--- config.mk ---
export PLATFORM = sky130hd
export DESIGN_NAME = twe_event_bank
export DESIGN_NICKNAME = d
export VERILOG_FILES = /design/src/hw/twe_pkg.sv /design/src/hw/twe_event_bank.sv /design/src/hw/twe_sticky_bank.sv /design/src/hw/twe_avmm_resp.sv
export SDC_FILE = /design/constraint.sdc
export NUM_CORES = 1
export LEC_CHECK = 0
export ABC_AREA = 1
export BUFFER_PORTS_ARGS = -buffer_cell sky130_fd_sc_hd__buf_2
export CORE_MARGIN = 1
export CORE_UTILIZATION = 40
export CTS_BUF_LIST = sky130_fd_sc_hd__clkbuf_8
export DETAILED_ROUTE_END_ITERATION = 10
export GPL_TIMING_DRIVEN = 0
export PLACE_DENSITY = 0.72
export SLEW_MARGIN = 20
export SYNTH_ARGS = -nofsm -noshare
export SYNTH_HDL_FRONTEND = slang
export SYNTH_SLANG_ARGS = --single-unit
--- constraint.sdc ---
create_clock -name clk -period 3.7 [get_ports clk]
set_input_delay 0.74 -clock clk [delete_from_list [all_inputs] [get_ports clk]]
set_output_delay 0.74 -clock clk [all_outputs]
set_load 0.05 [all_outputs]
--- src/hw/twe_pkg.sv ---
// twe_pkg: constants and carrier types for the trap and wake event bank
package twe_pkg;

  // bus geometry
  localparam int unsigned TWE_ADDR_W = 9;
  localparam int unsigned TWE_DATA_W = 32;
  localparam int unsigned TWE_REG_W = 8;

  // register indexes; byte address is four times the index
  localparam logic [7:0] TWE_IDX_PM_CONTROL_A = 8'h60;
  localparam logic [7:0] TWE_IDX_PM_CONTROL_B = 8'h61;
  localparam logic [7:0] TWE_IDX_TRAP_STS_G7 = 8'h64;
  localparam logic [7:0] TWE_IDX_TRAP_EN_G7 = 8'h66;
  localparam logic [7:0] TWE_IDX_WAKE_STS_G7 = 8'h68;
  localparam logic [7:0] TWE_IDX_WAKE_EN_G7 = 8'h6c;

  // reset values
  localparam logic [7:0] TWE_RST_PM_CONTROL_A = 8'h00;
  localparam logic [7:0] TWE_RST_PM_CONTROL_B = 8'h00;
  localparam logic [7:0] TWE_RST_TRAP_STS_G7 = 8'h00;
  localparam logic [7:0] TWE_RST_TRAP_EN_G7 = 8'h00;
  localparam logic [7:0] TWE_RST_WAKE_STS_G7 = 8'h00;
  localparam logic [7:0] TWE_RST_WAKE_EN_G7 = 8'h00;

  // field layouts
  localparam logic [7:0] TWE_PMA_RW_MASK = 8'h01;
  localparam logic [7:0] TWE_PMB_RW_MASK = 8'h1c;
  localparam int unsigned TWE_PMB_SLEEP_BIT = 5;
  localparam int unsigned TWE_TRAP_SLEEP_BIT = 5;
  localparam logic [7:0] TWE_TRAP_IMPL_MASK = 8'hbf;
  localparam logic [7:0] TWE_WAKE_IMPL_MASK = 8'h8f;

  // event sources from the general-purpose and keyboard logic
  typedef struct packed {
    logic general_line_62;
    logic keyboard_output_line;
    logic general_line_37;
    logic general_line_36;
    logic general_line_35;
    logic general_line_34;
  } twe_src_s;

  // avalon-mm request as seen by the slave
  typedef struct packed {
    logic read;
    logic write;
    logic [TWE_ADDR_W-1:0] address;
    logic [TWE_DATA_W-1:0] writedata;
    logic [3:0] byteenable;
  } twe_bus_req_s;

endpackage

--- src/hw/twe_event_bank.sv ---
// twe_event_bank: group-7 trap and wake event register bank
// Overview of operation
// - control b bits 1:0 zero, 4:2 storage
// - control b bit 5 reads zero always
// - writing one to bit 5 raises sleep trap
// - control b bits 7:6 read zero, ignored
// - trap status reports each source's event
// - trap status: one clears, zero keeps
// - trap enable gates source onto trap output
// - trap bits: lines 34-37, keyboard, sleep, 62
// - wake status records regardless of enables
// - wake events set status; bits 4-6 reserved
// - wake status reset only by standby reset
// - wake status: one clears, zero keeps
// - wake enable gates status onto wake pin
// - control a bit 0 storage, rest zero
// - trap pin inactive unless group trap enabled
`timescale 1ns/1ps
module twe_event_bank (
  // clock and resets
  input wire logic clk,
  input wire logic rst_n,
  input wire logic stby_rst_n,
  // avalon-mm slave
  input wire logic read,
  input wire logic write,
  input wire logic [twe_pkg::TWE_ADDR_W-1:0] address,
  input wire logic [twe_pkg::TWE_DATA_W-1:0] writedata,
  input wire logic [3:0] byteenable,
  output logic [twe_pkg::TWE_DATA_W-1:0] readdata,
  output logic waitrequest,
  // event sources, one-cycle pulses
  input wire twe_pkg::twe_src_s trap_src,
  input wire twe_pkg::twe_src_s wake_src,
  // controls kept in other register groups
  input wire logic trap_output_enable,
  input wire logic trap_pin_push_pull,
  input wire logic wake_global_enable,
  // outputs toward the host chipset
  output logic group_trap_out_n,
  output logic trap_pin_n_o,
  output logic trap_pin_n_oe,
  output logic wake_event_pin_n_o,
  output logic wake_event_pin_n_oe,
  output logic sleep_enable_trap,
  output logic pm_control_a_bit0,
  output logic [2:0] pm_control_b_field
);
  import twe_pkg::*;

  // bus request carrier
  twe_bus_req_s req;
  // one-hot register select
  typedef enum logic [6:0] {
    TWE_SEL_NONE = 7'b0000001,
    TWE_SEL_PMA = 7'b0000010,
    TWE_SEL_PMB = 7'b0000100,
    TWE_SEL_TSTS = 7'b0001000,
    TWE_SEL_TEN = 7'b0010000,
    TWE_SEL_WSTS = 7'b0100000,
    TWE_SEL_WEN = 7'b1000000
  } twe_sel_e;

  twe_sel_e sel; // decoded register
  logic fire; // access completes this edge
  logic wr_fire; // write takes effect this edge
  logic [7:0] wbyte; // low byte of write data
  logic [TWE_DATA_W-1:0] rdata_mux; // read value before capture

  logic [7:0] pm_control_a_r; // first control register
  logic [7:0] pm_control_b_r; // second control register
  logic [7:0] trap_en_r; // trap enables
  logic [7:0] wake_en_r; // wake enables
  logic [7:0] trap_sts; // trap status from bank
  logic [7:0] wake_sts; // wake status from bank
  logic [7:0] trap_set; // trap set pulses
  logic [7:0] wake_set; // wake set pulses
  logic [7:0] trap_clr; // trap clear pulses
  logic [7:0] wake_clr; // wake clear pulses
  logic trap_any; // group trap active
  logic wake_any; // some enabled wake pending
  logic sleep_trig; // write of one to sleep bit
  logic trap_active; // trap pin asserted
  logic wake_active; // wake pin asserted
  logic wr_pma; // completed write to control a
  logic wr_pmb; // completed write to control b
  logic wr_tsts; // completed write to trap status
  logic wr_ten; // completed write to trap enable
  logic wr_wsts; // completed write to wake status
  logic wr_wen; // completed write to wake enable

  // word address from byte address; aligned words only
  function automatic twe_sel_e twe_decode(input logic [TWE_ADDR_W-1:0] a);
    twe_sel_e s;
    s = TWE_SEL_NONE;
    // unaligned addresses decode to no register
    if (a[1:0] == 2'b00) begin
      case (a[TWE_ADDR_W-1:2])
        7'(TWE_IDX_PM_CONTROL_A): s = TWE_SEL_PMA;
        7'(TWE_IDX_PM_CONTROL_B): s = TWE_SEL_PMB;
        7'(TWE_IDX_TRAP_STS_G7): s = TWE_SEL_TSTS;
        7'(TWE_IDX_TRAP_EN_G7): s = TWE_SEL_TEN;
        7'(TWE_IDX_WAKE_STS_G7): s = TWE_SEL_WSTS;
        7'(TWE_IDX_WAKE_EN_G7): s = TWE_SEL_WEN;
        default: s = TWE_SEL_NONE;
      endcase
    end
    return s;
  endfunction

  // map a source struct onto the eight status bit positions
  // positions 6:5 are left to other sources or stay zero
  function automatic logic [7:0] twe_map(input twe_src_s s, input logic kbd_used);
    return {s.general_line_62, 1'b0, 1'b0, s.keyboard_output_line & kbd_used,
            s.general_line_37, s.general_line_36, s.general_line_35, s.general_line_34};
  endfunction

  // write strobe for one decoded register
  function automatic logic twe_hit(input logic wr, input twe_sel_e cur, input twe_sel_e want);
    return wr && (cur == want);
  endfunction

  // gather bus signals into the carrier
  always_comb begin
    req.read = read;
    // read wins when both strobes are high
    req.write = write & ~read;
    req.address = address;
    req.writedata = writedata;
    req.byteenable = byteenable;
  end

  assign sel = twe_decode(req.address);
  assign wbyte = req.writedata[7:0];
  // only lane 0 holds register bits
  assign wr_fire = fire & req.write & req.byteenable[0];
  // per-register write strobes, valid only at the edge ending the cycle after the wait
  assign wr_pma = twe_hit(wr_fire, sel, TWE_SEL_PMA);
  assign wr_pmb = twe_hit(wr_fire, sel, TWE_SEL_PMB);
  assign wr_tsts = twe_hit(wr_fire, sel, TWE_SEL_TSTS);
  assign wr_ten = twe_hit(wr_fire, sel, TWE_SEL_TEN);
  assign wr_wsts = twe_hit(wr_fire, sel, TWE_SEL_WSTS);
  assign wr_wen = twe_hit(wr_fire, sel, TWE_SEL_WEN);

  // handshake and read capture
  twe_avmm_resp u_resp (
    .clk(clk),
    .rst_n(rst_n),
    .req_i(req.read | req.write),
    .rdata_i(rdata_mux),
    .waitrequest(waitrequest),
    .readdata(readdata),
    .fire_o(fire)
  );

  // read multiplexer; unmapped addresses read zero
  always_comb begin
    rdata_mux = '0;
    // control register bits outside their storage masks are masked on the way out
    case (sel)
      TWE_SEL_PMA: rdata_mux[7:0] = pm_control_a_r & TWE_PMA_RW_MASK;
      TWE_SEL_PMB: rdata_mux[7:0] = pm_control_b_r & TWE_PMB_RW_MASK;
      TWE_SEL_TSTS: rdata_mux[7:0] = trap_sts;
      TWE_SEL_TEN: rdata_mux[7:0] = trap_en_r;
      TWE_SEL_WSTS: rdata_mux[7:0] = wake_sts;
      TWE_SEL_WEN: rdata_mux[7:0] = wake_en_r;
      TWE_SEL_NONE: rdata_mux = '0;
      default: rdata_mux = '0;
    endcase
  end

  // first control register, bit 0 only
  always_ff @(posedge clk or negedge stby_rst_n) begin
    if (!stby_rst_n) begin
      pm_control_a_r <= TWE_RST_PM_CONTROL_A;
    end else if (wr_pma) begin
      pm_control_a_r <= wbyte & TWE_PMA_RW_MASK;
    end
  end

  // second control register, bits 4:2 only; bit 5 never stored
  always_ff @(posedge clk or negedge stby_rst_n) begin
    if (!stby_rst_n) begin
      pm_control_b_r <= TWE_RST_PM_CONTROL_B;
    end else if (wr_pmb) begin
      pm_control_b_r <= wbyte & TWE_PMB_RW_MASK;
    end
  end

  // write of one to the sleep bit is a trap event; zero does nothing
  // the sleep bit is never stored, so control b always reads zero there
  assign sleep_trig = wr_pmb & wbyte[TWE_PMB_SLEEP_BIT];

  // sleep trap pulse also seen outside
  always_ff @(posedge clk or negedge rst_n) begin
    if (!rst_n) begin
      sleep_enable_trap <= 1'b0;
    end else begin
      sleep_enable_trap <= sleep_trig;
    end
  end

  // trap enable register; reserved bit 6 held at zero
  always_ff @(posedge clk or negedge stby_rst_n) begin
    if (!stby_rst_n) begin
      trap_en_r <= TWE_RST_TRAP_EN_G7;
    end else if (wr_ten) begin
      trap_en_r <= wbyte & TWE_TRAP_IMPL_MASK;
    end
  end

  // wake enable register; reserved bits 6:4 held at zero
  always_ff @(posedge clk or negedge stby_rst_n) begin
    if (!stby_rst_n) begin
      wake_en_r <= TWE_RST_WAKE_EN_G7;
    end else if (wr_wen) begin
      wake_en_r <= wbyte & TWE_WAKE_IMPL_MASK;
    end
  end

  // trap sets: lines, keyboard, sleep trigger
  always_comb begin
    trap_set = twe_map(trap_src, 1'b1);
    trap_set[TWE_TRAP_SLEEP_BIT] = sleep_trig;
  end

  // wake sets recorded regardless of any enable
  assign wake_set = twe_map(wake_src, 1'b0);

  // write-one clears
  assign trap_clr = wr_tsts ? wbyte : 8'h00;
  assign wake_clr = wr_wsts ? wbyte : 8'h00;

  // trap status flags
  // status survives the bus reset; of the two resets only the standby reset clears it
  twe_sticky_bank #(
    .W(TWE_REG_W),
    .IMPL_MASK(TWE_TRAP_IMPL_MASK),
    .RST_VAL(TWE_RST_TRAP_STS_G7)
  ) u_trap (
    .clk(clk),
    .rst_n(stby_rst_n),
    .set_i(trap_set),
    .clr_i(trap_clr),
    .en_i(trap_en_r),
    .sts_o(trap_sts),
    .any_o(trap_any)
  );

  // wake status flags, standby reset only
  twe_sticky_bank #(
    .W(TWE_REG_W),
    .IMPL_MASK(TWE_WAKE_IMPL_MASK),
    .RST_VAL(TWE_RST_WAKE_STS_G7)
  ) u_wake (
    .clk(clk),
    .rst_n(stby_rst_n),
    .set_i(wake_set),
    .clr_i(wake_clr),
    .en_i(wake_en_r),
    .sts_o(wake_sts),
    .any_o(wake_any)
  );

  // group trap and pin activity
  // the trap pin also needs its enable from another register group
  assign trap_active = trap_any & trap_output_enable;
  assign wake_active = wake_any & wake_global_enable;

  // group trap output, idle high
  always_ff @(posedge clk or negedge rst_n) begin
    if (!rst_n) begin
      group_trap_out_n <= 1'b1;
    end else begin
      group_trap_out_n <= ~trap_any;
    end
  end

  // trap pin: push-pull drives high when idle, open drain floats
  always_ff @(posedge clk or negedge rst_n) begin
    if (!rst_n) begin
      trap_pin_n_o <= 1'b1;
      trap_pin_n_oe <= 1'b0;
    end else begin
      trap_pin_n_o <= ~trap_active;
      trap_pin_n_oe <= trap_active | trap_pin_push_pull;
    end
  end

  // wake pin is open drain, pulled low while an enabled wake is pending and wake_global_enable is high
  always_ff @(posedge clk or negedge rst_n) begin
    if (!rst_n) begin
      wake_event_pin_n_o <= 1'b1;
      wake_event_pin_n_oe <= 1'b0;
    end else begin
      wake_event_pin_n_o <= 1'b0;
      wake_event_pin_n_oe <= wake_active;
    end
  end

  // stored control fields to surrounding logic
  // these fields are used by neighbouring power logic only
  assign pm_control_a_bit0 = pm_control_a_r[0];
  assign pm_control_b_field = pm_control_b_r[4:2];
endmodule

--- src/hw/twe_sticky_bank.sv ---
// twe_sticky_bank: sticky event flags with write-one clear and enable gating
`timescale 1ns/1ps
module twe_sticky_bank #(
  parameter int unsigned W = 8,
  parameter logic [W-1:0] IMPL_MASK = '1,
  parameter logic [W-1:0] RST_VAL = '0
) (
  input wire logic clk,
  input wire logic rst_n,
  input wire logic [W-1:0] set_i,
  input wire logic [W-1:0] clr_i,
  input wire logic [W-1:0] en_i,
  output logic [W-1:0] sts_o,
  output logic any_o
);

  logic [W-1:0] sts_r; // sticky flags
  logic [W-1:0] sts_nxt; // next flag value

  // clear first, then set, so a same-cycle event survives
  always_comb begin
    sts_nxt = ((sts_r & ~clr_i) | set_i) & IMPL_MASK;
  end

  // flag storage
  always_ff @(posedge clk or negedge rst_n) begin
    if (!rst_n) begin
      sts_r <= RST_VAL;
    end else begin
      sts_r <= sts_nxt;
    end
  end

  assign sts_o = sts_r;
  // any enabled pending flag
  assign any_o = |(sts_r & en_i);
endmodule

--- src/hw/twe_avmm_resp.sv ---
// twe_avmm_resp: avalon-mm waitrequest and read data timing
`timescale 1ns/1ps
module twe_avmm_resp (
  input wire logic clk,
  input wire logic rst_n,
  input wire logic req_i,
  input wire logic [twe_pkg::TWE_DATA_W-1:0] rdata_i,
  output logic waitrequest,
  output logic [twe_pkg::TWE_DATA_W-1:0] readdata,
  output logic fire_o
);
  import twe_pkg::*;

  logic ack_r; // second cycle of a request
  logic [TWE_DATA_W-1:0] readdata_r; // captured read data

  // one wait cycle per request, then the answer
  always_ff @(posedge clk or negedge rst_n) begin
    if (!rst_n) begin
      ack_r <= 1'b0;
    end else begin
      ack_r <= req_i & ~ack_r;
    end
  end

  // read data captured during the wait cycle, stands at the release edge
  always_ff @(posedge clk or negedge rst_n) begin
    if (!rst_n) begin
      readdata_r <= '0;
    end else if (req_i && !ack_r) begin
      readdata_r <= rdata_i;
    end
  end

  assign waitrequest = req_i & ~ack_r;
  assign fire_o = req_i & ack_r;
  assign readdata = readdata_r;
endmodule

Word-level counts from Yosys, hierarchy flattened
Index checks and enable logic that the tools add are counted.
{"block": "word_totals", "ff_bits": 43, "out_inout_bits": 43, "word_cells": 64}
{"block": "op_classes", "eq_ne": 12, "mux": 5, "n_bitwise": 22, "n_reduce_logical": 11}
{"operator": "7-bit == test, second input constant", "count": 7}
{"operator": "8-bit case mux with 6 select lines", "count": 1}
{"operator": "7-bit case mux with 6 select lines", "count": 1}
{"operator": "8-bit bitwise AND", "count": 4}
{"operator": "8-bit two-way mux", "count": 2}
{"operator": "8-bit inverter", "count": 2}
{"operator": "8-bit OR", "count": 2}
{"operator": "8-bit OR reduction", "count": 2}
{"operator": "1-bit bitwise AND", "count": 8}
{"operator": "7-bit by 2-bit == test with 1-bit output, second input constant", "count": 1}
{"operator": "7-bit by 3-bit == test with 1-bit output, second input constant", "count": 1}
{"operator": "7-bit by 4-bit == test with 1-bit output, second input constant", "count": 1}
{"operator": "7-bit by 5-bit == test with 1-bit output, second input constant", "count": 1}
{"operator": "7-bit by 6-bit == test with 1-bit output, second input constant", "count": 1}
{"operator": "1-bit logical AND", "count": 7}
{"operator": "7-bit two-way mux", "count": 1}
{"operator": "1-bit inverter", "count": 4}
{"operator": "2-bit zero test", "count": 1}
{"operator": "1-bit OR", "count": 2}
{"operator": "1-bit zero test", "count": 1}

Logic depth before layout (Yosys ltp)
Gate-level depths: netlist of run 1.
{"block": "logic_depth", "depth_word": 11, "depth_mapped": 9, "depth_no_buf": 9}

Modules after synthesis
A second synthesis of run 1 with hierarchy kept.
{"block": "unflattened", "cells_unflattened": 414, "area_unflattened_um2": 3395.8}
{"module": "twe_event_bank", "instances": 1, "cells_per_inst": 203, "area_each_um2": 1471.4}
{"module": "twe_avmm_resp", "instances": 1, "cells_per_inst": 144, "area_each_um2": 1357.6}
{"module": "twe_sticky_bank at u_trap", "instances": 1, "cells_per_inst": 37, "area_each_um2": 317.8}
{"module": "twe_sticky_bank at u_wake", "instances": 1, "cells_per_inst": 30, "area_each_um2": 249.0}

Worst setup path after synthesis of run 1
OpenSTA, ideal clock, no wires.
{"block": "synth_timing", "path_kind": "in2out", "from": "in read", "to": "out waitrequest", "arrival_time_ps": 1294, "t_required_ps": 2960, "path_slack_ps": 1666, "path_stages": 2, "path_cell_list": "nor2_1 > nor2_2"}
{"block": "synth_via", "elab_chain_len": 4}
{"item": "start: declaration", "line": "twe_event_bank.sv:25", "source": "input wire logic read,"}
{"item": "1-bit inverter", "line": "twe_event_bank.sv:127", "source": "req.write = write & ~read;"}
{"item": "1-bit bitwise AND", "line": "twe_event_bank.sv:127"}
{"item": "1-bit OR *", "line": "twe_event_bank.sv:149", "source": ".req_i(req.read | req.write),"}
{"item": "1-bit bitwise AND *", "line": "twe_avmm_resp.sv:35", "source": "assign waitrequest = req_i & ~ack_r;"}
{"item": "end: declaration", "line": "twe_event_bank.sv:31", "source": "output logic waitrequest,"}
Every way passes the cells marked *; elsewhere a longest branch is shown, timed or not.

Worst setup path after layout of run 1
Ends and elaborated chain as after synthesis.

==> summary.md, run 1 <==
| Metric | Value |
|---|---|
| Vias per cell | 4.52 |
| PwrDens | 325 nW/um^2 |
| Slew HR | 0.589 |
| Yosys warning count | 0 |
| Top-area cell type share of the netlist area | 0.439 |
| Cells after synthesis | 272 |
| Largest net degree at the start of global routing | 29 |
| Final period util | 0.591 |
| Top post-synthesis cells by area | dfrtp_1, nand2_1, buf_4 |
| Max_cap viols | 0 |
| FF-to-FF Start | u_resp.ack_r |
| PostCTS Resize Cnt | 0 |
| Worst Max-Slew Pin Slew | 0.617 ns |
| Iteration-0 DRC Markers | 96 |
| Clock sinks | 42 |
| Hold Fails Final Rpt | 0 |
| Pre-CTS setup slack | 1.50 ns |
| CP endpoint kind | output pin |
| Fraction of registers with async set/reset | 1.00 |
| Min-delay worst type | input port to async pin |
| Setup tns final | 0 ns |
| CP max FO | 7 |
| Syn avg cell area | 8.17 um^2 |
| Skew final | 0.00388 ns |
| Post-synth EDFFs | 0 |
| Num CTS Buffers | 5 |
| Register-to-register setup slack | 2.07 ns |
| Vias after detailed routing | 1930 |
| CP Data Required Time | 2.96 ns |
| Non-filler cells, final | 427 |
| RSZ-0062 raised after global routing | no |
| Placed Instances | 420 |
| Max clock buf depth | 2 |
| GRT Util Overall | 0.179 |
| GR Overflow Total | 0 |
| Crit start category | input port |
| CTS tree | yes |
| Routed Antenna Nets | 0 |
| Antenna violations before repair | 0 |
| Diode count | 0 |
| First-pass GRT wire length | 8400 um |
| Initial Util | 0.424 |
| Drt first pass iters | 4 |
| Die H | 76.5 um |
| Mean routed wirelength per cell | 11.4 um |
| Hold_buf cts | 0 |
| Final net count | 422 |
| Die width | 76.5 um |
| CTS root buffer | clkbuf_8 |
| I/O pin total | 108 |
| DR DRC count | 0 |
| Netlist cell types | 23 |
| Reg2Reg Depth | 5 |
| Layout area overhead | 23.5% |
| Post CTS Setup Buffer Count | 0 |
| Worst reg2reg path endpoint | u_wake.sts_o[2] |
| IO Port Bufs | 53 |
| Top_reg_cell synth | dfrtp_1 |
| Fmax | 0.457 GHz |
| Critical path class | input port to output pin |
| Yosys top cell by area | dfrtp_1 |
| FF+latch count, synth | 42 |
| DPL Wire Length | 3890 um |
| Peak supply drop | 172 uV |
| Share of layout cells above drive strength 1 | 0.294 |
| Outcome | completed |
| Detailed Route WL | 4860 um |
| CTS HTree Levels | 2 |
| Worst-path clk slew | 0.07 ns |
| Min cycle time layout | 2.19 ns |
| Worst Slack Setup Final | 1.51 ns |
| Clk Latency, worst-skew pair | 0.29 ns |
| Final setup vio count | 0 |
| Vias in the first global route | 1811 |
| Max Slew Vio Count | 0 |
| Leakage power | 1.53 nW |
| Placer Congestion | 0.856 |
| Synth Cell Area | 2220 um^2 |
| Core ar. | 5240 um^2 |
| Seq/Total Area, Yosys | 0.475 |
| Die area | 5850 um^2 |
| Num rows | 26 |
| Overall power | 0.000891 W |
| Crit path DAT | 1.45 ns |
## final cells by class
type	instances	area, um^2
Clock inverter	2	7.51
Tap cell	70	87.6
Sequential cell	42	1050
Inverter	30	113
Multi-Input combinational cell	197	938
Timing Repair Buffer	53	265
Buffer	28	209
Fill cell	543	2490
Clock buffer	5	68.8
## cell usage in the layout (no fill, tap or decap)
cell type	Yosys	final
nor2_2	3	3
o21bai_1	5	5
dfrtp_1	39	39
nor3_1	1	1
inv_1	29	31
buf_4	25	25
nand2_1	74	74
clkinv_1	1	1
conb_1	1	26
o21a_1	1	1
clkbuf_8	0	5
a22o_1	1	1
nand2_2	2	2
o21ai_0	20	20
nand3_1	26	26
dfstp_2	3	3
nor3b_4	1	1
nor2_1	15	15
nor2_4	1	1
nand3_2	2	2
nand4_1	12	12
buf_6	1	1
buf_2	2	55
o21ai_2	7	7
## critical path, stage by stage
cell and delay, ns:
buf_2 0.11, nor2_1 0.06, nor2_2 0.22, buf_2 0.32
## cells in the mapped netlist, types with 2 or more instances
cell type and instances:
inv_1 29, nand4_1 12, o21bai_1 5, dfrtp_1 39, nand2_2 2, nor2_1 15, dfstp_2 3, nand3_2 2
nor2_2 3, o21ai_2 7, nand3_1 26, nand2_1 74, buf_4 25, o21ai_0 20, buf_2 2
## report_power, final
part	total (W)	internal, W	switching (W)	leakage [nW]
combinational	0.000159	0.0000434	0.000116	0.968
sequential	0.000466	0.000464	0.00000205	0.515
clock	0.000266	0.000124	0.000142	0.0466
## how the worst max path moves through the flow
| stage | from | to | slack (ns) |
|---|---|---|---|
| final | read | waitrequest | 1.51 |
| after global routing | read | waitrequest | 1.42 |
| after CTS | read | waitrequest | 1.49 |
| after detailed placement | read | waitrequest | 1.50 |
| after global placement | read | waitrequest | 1.51 |
| after floorplan | read | waitrequest | 1.67 |
## per-layer routing
metal / up-vias / part of all wire / GRT usage / wire [um]
met2: 67 / 0.45 / 0.286 / 2170
met5: - / 0 / 0 / 0
li1: 996 / - / - / -
met3: 6 / 0.062 / 0.0431 / 299
met4: 0 / 0.0093 / 0.0346 / 45
met1: 861 / 0.48 / 0.248 / 2340
## state kept, by name, indices dropped and copies added (netlist names), 3 cells and up
name and flops:
u_trap.sts_o 7, wake_en_r 5, trap_en_r 7, u_wake.sts_o 5
u_resp.readdata 7, pm_control_b_r 3
## kinds of logic (layout without fill, tap and decap cells)
kind of cell | count (synthesis) | in the layout | share of synthesized area
AND/OR/NAND/NOR | 137 | 137 | 0.282
buffers and inverters | 58 | 118 | 0.145
flip-flops | 42 | 42 | 0.475
AO/OA/AOI/OAI | 34 | 34 | 0.0969
other | 1 | 26 | 0.00169
## through the flow
stage               instance area [um^2]  hold slack, ns  utilization
floorplan                           2310           0.444            -
global placement                    2670           0.459        0.509
detailed placement                  2670           0.463        0.509
CTS                                 2740           0.333        0.524
global route                        2740           0.344        0.524
finish                              2740           0.327        0.524
Power figures use the tool's default switching activity.
==> run 2: changes to the inputs <==
--- a/config.mk
+++ b/config.mk
@@ -12,7 +12,7 @@
 export CTS_BUF_LIST = sky130_fd_sc_hd__clkbuf_8
 export DETAILED_ROUTE_END_ITERATION = 10
 export GPL_TIMING_DRIVEN = 0
-export PLACE_DENSITY = 0.72
+export PLACE_DENSITY = 0.75
 export SLEW_MARGIN = 20
 export SYNTH_ARGS = -nofsm -noshare
 export SYNTH_HDL_FRONTEND = slang
==> constraint.sdc (replaced) <==
create_clock -name clk -period 1.9 [get_ports clk]
set_input_delay 0.38 -clock clk [delete_from_list [all_inputs] [get_ports clk]]
set_output_delay 0.38 -clock clk [all_outputs]
set_load 0.05 [all_outputs]
==> run 2 against run 1 <==
- sequential cell count is the same
- critical path depth grew 1
- final cell count grew 0.47%
- combinational power grew 97%
- first-iteration DRC count grew 13%
- die area is the same
- clock power grew to 2.6 times the previous value
- sequential share of layout area shrank 0.59 points
- setup slack lost 1.3 ns
- non-clock buffer count grew 1
- clock skew grew 0.0019 ns
- register-to-register slack lost 1.8 ns
==> summary.md, run 2 (synthesized netlist as in run 1, its figures left out) <==
| Metric | Value |
|---|---|
| Outcome | completed |
| Routed Antenna Nets | 0 |
| IO Port Bufs | 53 |
| Largest net degree at the start of global routing | 29 |
| Vias in the first global route | 1814 |
| Die area | 5850 um^2 |
| Gate power share | 0.164 |
| Worst-path clk slew | 0.08 ns |
| I/O pin total | 108 |
| Clock sinks | 42 |
| Switching share of power | 0.280 |
| CTS root buffer | clkbuf_8 |
| Fmax | 0.610 GHz |
| DR DRC count | 0 |
| Most common cell after layout, fill and taps aside | nand2_1 |
| PwrDens | 685 nW/um^2 |
| RSZ-0062 raised after global routing | no |
| Layout area overhead | 25.5% |
| Area after DPL | 2670 um^2 |
| Min-delay worst type | input port to async pin |
| Share of layout cells above drive strength 1 | 0.301 |
| Placer Congestion | 0.878 |
| CP max FO | 7 |
| Sequential cell area | 1050 um^2 |
| Die H | 76.5 um |
| CP Data Required Time | 2.08 ns |
| Peak supply drop | 389 uV |
| Core ar. | 5240 um^2 |
| Final setup vio count | 0 |
| GRT Util Overall | 0.186 |
| Vias per cell | 4.57 |
| Most frequent cells in the layout | nand2_1, buf_2, dfrtp_1 |
| Crit path DAT | 1.82 ns |
| Final net count | 423 |
| DRT met1 WL | 2460 um |
| CTS HTree Levels | 2 |
| Skew final | 0.00581 ns |
| Max_cap viols | 0 |
| DPL Wire Length | 3880 um |
| CTS tree | yes |
| Clk Latency, worst-skew pair | 0.29 ns |
| Routed wl met3 | 271 um |
| Die width | 76.5 um |
| Antenna violations before repair | 0 |
| GR Overflow Total | 0 |
| WL met2 | 2200 um |
| Crit start category | register |
| Final instance area | 2790 um^2 |
| Worst Max-Slew Pin Slew | 0.630 ns |
| NetSw | 0.000534 W |
| Drt first pass iters | 4 |
| Diode count | 0 |
| Vias after detailed routing | 1961 |
| Setup tns final | 0 ns |
| Initial Util | 0.424 |
| Detailed Route WL | 4970 um |
| Mean routed wirelength per cell | 11.6 um |
| Max Slew Vio Count | 0 |
| Max clock buf depth | 2 |
| Final period util | 0.863 |
| Iteration-0 DRC Markers | 108 |
| Leakage power | 1.54 nW |
| Slew HR | 0.580 |
| Hold Fails Final Rpt | 0 |
| Clock share of power | 0.361 |
| Critical path class | register to register |
| Num CTS Buffers | 5 |
| Internal power | 0.00137 W |
| Num rows | 26 |
| # fillers | 521 |
| CP endpoint kind | register |
| First-pass GRT wire length | 8610 um |
| Multi-input gate area | 938 um^2 |
| Seq pwr share | 0.475 |
| PostCTS Resize Cnt | 0 |
| Register-to-register setup slack | 0.26 ns |
| Min cycle time layout | 1.64 ns |
| Top layer used by detailed routing | met4 |
run 2: worst paths after layout:
check | from | to | cells after the start
worst max-delay path | u_resp.ack_r | u_wake.sts_o[3] | 5
worst min-delay path | stby_rst_n | u_trap.sts_o[7] | 1
worst max register to register | u_resp.ack_r | u_wake.sts_o[3] | 5
worst min register to register | u_resp.readdata[4] | u_resp.readdata[4] | 2
max in group asynchronous | rst_n | trap_pin_n_o | 2
min in group clk | wake_src[0] | u_wake.sts_o[0] | 3
run 2: power by group through the flow:
stage          combinational (W)  sequential (W)  clock [W]
3_3_place_gp            0.000310        0.000923          0
6_report                0.000313        0.000906   0.000689
3_5_place_dp            0.000312        0.000924          0
5_1_grt                 0.000337        0.000908   0.000743
4_1_cts                 0.000314        0.000906   0.000703
2_1_floorplan           0.000216        0.000939          0
run 2: final cells by class:
type | count | area share
Sequential cell | 42 | 0.379
Tap cell | 70 | 0.0314
Timing Repair Buffer | 54 | 0.0988
Multi-Input combinational cell | 197 | 0.337
Clock inverter | 3 | 0.0144
Buffer | 28 | 0.0750
Clock buffer | 5 | 0.0247
Inverter | 30 | 0.0404
run 2: per-layer routing:
layer / up-vias / global-route usage
li1: 1006 / -
met1: 880 / 0.265
met2: 70 / 0.286
met3: 5 / 0.0443
met4: 0 / 0.0385
met5: - / 0
run 2: through the flow:
stage	setup WS (ns)	cells	util	hold WS [ns]	power, W
2_1_floorplan	0.245	297	-	0.0844	0.00116
3_3_place_gp	0.140	420	0.509	0.284	0.00123
3_5_place_dp	0.149	420	0.509	0.288	0.00124
4_1_cts	0.256	429	0.532	0.118	0.00192
5_1_grt	0.103	429	0.532	0.141	0.00199
6_report	0.259	429	0.532	0.0990	0.00191
run 2: worst max-delay path: stages (launching register included):
cell and delay [ns]:
dfrtp_1 0.36, nand2_1 0.09, nor3b_4 0.44, nand4_1 0.32, o21ai_0 0.24, nand2_1 0.08
run 2: repair_timing:
item	4_1_cts	5_1_grt
hold buffers	1	0
hold endpoints to repair	11	0
buffers inserted	0	0
==> run 3: changes to the inputs <==
--- a/config.mk
+++ b/config.mk
@@ -12,8 +12,9 @@
 export CTS_BUF_LIST = sky130_fd_sc_hd__clkbuf_8
 export DETAILED_ROUTE_END_ITERATION = 10
 export GPL_TIMING_DRIVEN = 0
-export PLACE_DENSITY = 0.75
+export PLACE_DENSITY = 0.69
 export SLEW_MARGIN = 20
 export SYNTH_ARGS = -nofsm -noshare
 export SYNTH_HDL_FRONTEND = slang
+export SYNTH_HIERARCHICAL = 1
 export SYNTH_SLANG_ARGS = --single-unit
==> run 3 against run 2 <==
- setup slack worse by 0.17 ns
- sequential share of layout area is 2.2 points higher
- synthesized cell count is 50% higher
- utilization is 1.9 points lower
- non-clock buffer count is 15 higher
- largest cell class unchanged
- total power is 86% higher
- fmax is 9.2% lower
- highest routed layer unchanged
- critical endpoint is now waitrequest
- clock power is 70% higher
==> summary.md, run 3 <==
| Metric | Value |
|---|---|
| Hold_buf cts | 0 |
| CTS tree | yes |
| Overall power | 0.00355 W |
| Most common cell after layout, fill and taps aside | nand2_1 |
| DR DRC count | 0 |
| CP endpoint kind | output pin |
| CP cell instances | buf_2, or2_2, buf_6, nand2_8, buf_8, inv_1, buf_2 |
| Vias after detailed routing | 2961 |
| Max clock buf depth | 2 |
| Iteration-0 DRC Markers | 102 |
| Clk Latency, worst-skew pair | 0.35 ns |
| PwrDens | 848 nW/um^2 |
| Cells after synthesis | 409 |
| Min-delay worst type | input port to async pin |
| Synth Cell Area | 3380 um^2 |
| DPL Wire Length | 5910 um |
| CP dominant cell by count | buf_2 |
| Min cycle time layout | 1.81 ns |
| Slowest stage delay, CP | 0.31 ns |
| Num CTS Buffers | 9 |
| Vias in the first global route | 2816 |
| Max_cap viols | 0 |
| Crit start category | input port |
| Num rows | 33 |
| Hold Fails Final Rpt | 0 |
| WL met2 | 3730 um |
| Reg2Reg Depth | 7 |
| Final period util | 0.950 |
| Clock sinks | 67 |
| Crit path DAT | 1.43 ns |
| Top layer used by detailed routing | met4 |
| Worst-path clk slew | 0.07 ns |
| CTS root buffer | clkbuf_8 |
| GRT Util Overall | 0.198 |
| Diode count | 0 |
| Mean routed wirelength per cell | 12.5 um |
| Share of layout cells above drive strength 1 | 0.270 |
| Skew final | 0.00881 ns |
| CTS HTree Levels | 3 |
| Max reg flops | 32 |
| Slew HR | 0.437 |
| Placer Congestion | 0.932 |
| Die H | 93.9 um |
| Detailed Route WL | 7930 um |
| Post CTS Setup Buffer Count | 0 |
| Fmax | 0.554 GHz |
| Non-filler cells, final | 634 |
| Placed Instances | 618 |
| RSZ-0062 raised after global routing | no |
| Final instance area | 4190 um^2 |
| I/O pin total | 108 |
| Critical path class | input port to output pin |
| Drt first pass iters | 5 |
| Leakage power | 2.54 nW |
| Antenna violations before repair | 0 |
| Final net count | 589 |
| Largest net degree at the start of global routing | 40 |
| Final setup vio count | 0 |
| Routed Antenna Nets | 0 |
| DRT met1 WL | 3620 um |
| Setup tns final | 0 ns |
| CP Data Required Time | 1.52 ns |
| GR Overflow Total | 0 |
| Register-to-register setup slack | 0.43 ns |
| Die width | 93.9 um |
| Routed wl met3 | 471 um |
| Max Slew Vio Count | 0 |
| Syn avg cell area | 8.26 um^2 |
| Yosys warning count | 6 |
| IO Port Bufs | 78 |
| Slowest CP cell | or2_2 |
| PostCTS Resize Cnt | 0 |
| Vias per cell | 4.67 |
| Finished Core Util | 0.513 |
| Most frequent cells in the layout | nand2_1, buf_2, dfrtp_1 |
| Peak supply drop | 311 uV |
| Worst Max-Slew Pin Slew | 0.844 ns |
| Initial Util | 0.413 |
| Core ar. | 8180 um^2 |
| Layout area overhead | 24.1% |
| Outcome | completed |
| Die area | 8810 um^2 |
| CP max FO | 10 |
| Area after DPL | 4000 um^2 |
| First-pass GRT wire length | 13200 um |
==> run 3: critical path: cells and delay by family <==
| kind | cells | cell delay [ns] |
|---|---|---|
| and+or+nand+nor | 2 | 0.40 |
| buffers and inverters | 5 | 0.66 |
==> run 3: layout make-up <==
cell class              count  area, um^2
fillers                   817        3990
flip-flops and latches     67        1680
multi-input cells         303        1450
repair buffers             78         390
inverters                  46         175
plain buffers              19         166
clock buffers              10         138
well taps                 105         131
clock inverters             6        56.3
==> run 3: power by group <==
part           switching [W]  total [W]  internal (W)
registers          0.0000478    0.00157       0.00153
clock network       0.000541    0.00117      0.000630
logic               0.000608   0.000809      0.000201
total                0.00120    0.00355       0.00236
==> run 3: per-layer routing <==
layer	vias to the layer above	global-route usage
li1	1489	-
met1	1370	0.255
met2	93	0.324
met3	9	0.0550
met4	0	0.0590
met5	-	0
==> run 3: path summary, 6_finish.rpt <==
check / from / to
min in group clk: trap_output_enable / trap_pin_n_o
worst max register to register: u_resp/ack_r / pm_control_b_r[3]
worst max-delay path: write / waitrequest
worst min register to register: u_resp/readdata[31] / u_resp/readdata[31]
worst min-delay path: stby_rst_n / u_trap/sts_o[7]
max in group asynchronous: rst_n / u_resp/readdata[31]
==> run 3: stage by stage <==
step,worst slack (ns),hold WS (ns)
after floorplan,0.199,0.0844
after global placement,-0.0966,0.432
after detailed placement,-0.102,0.438
after CTS,0.0897,0.0594
after global routing,0.0449,0.0912
final,0.0942,0.0484
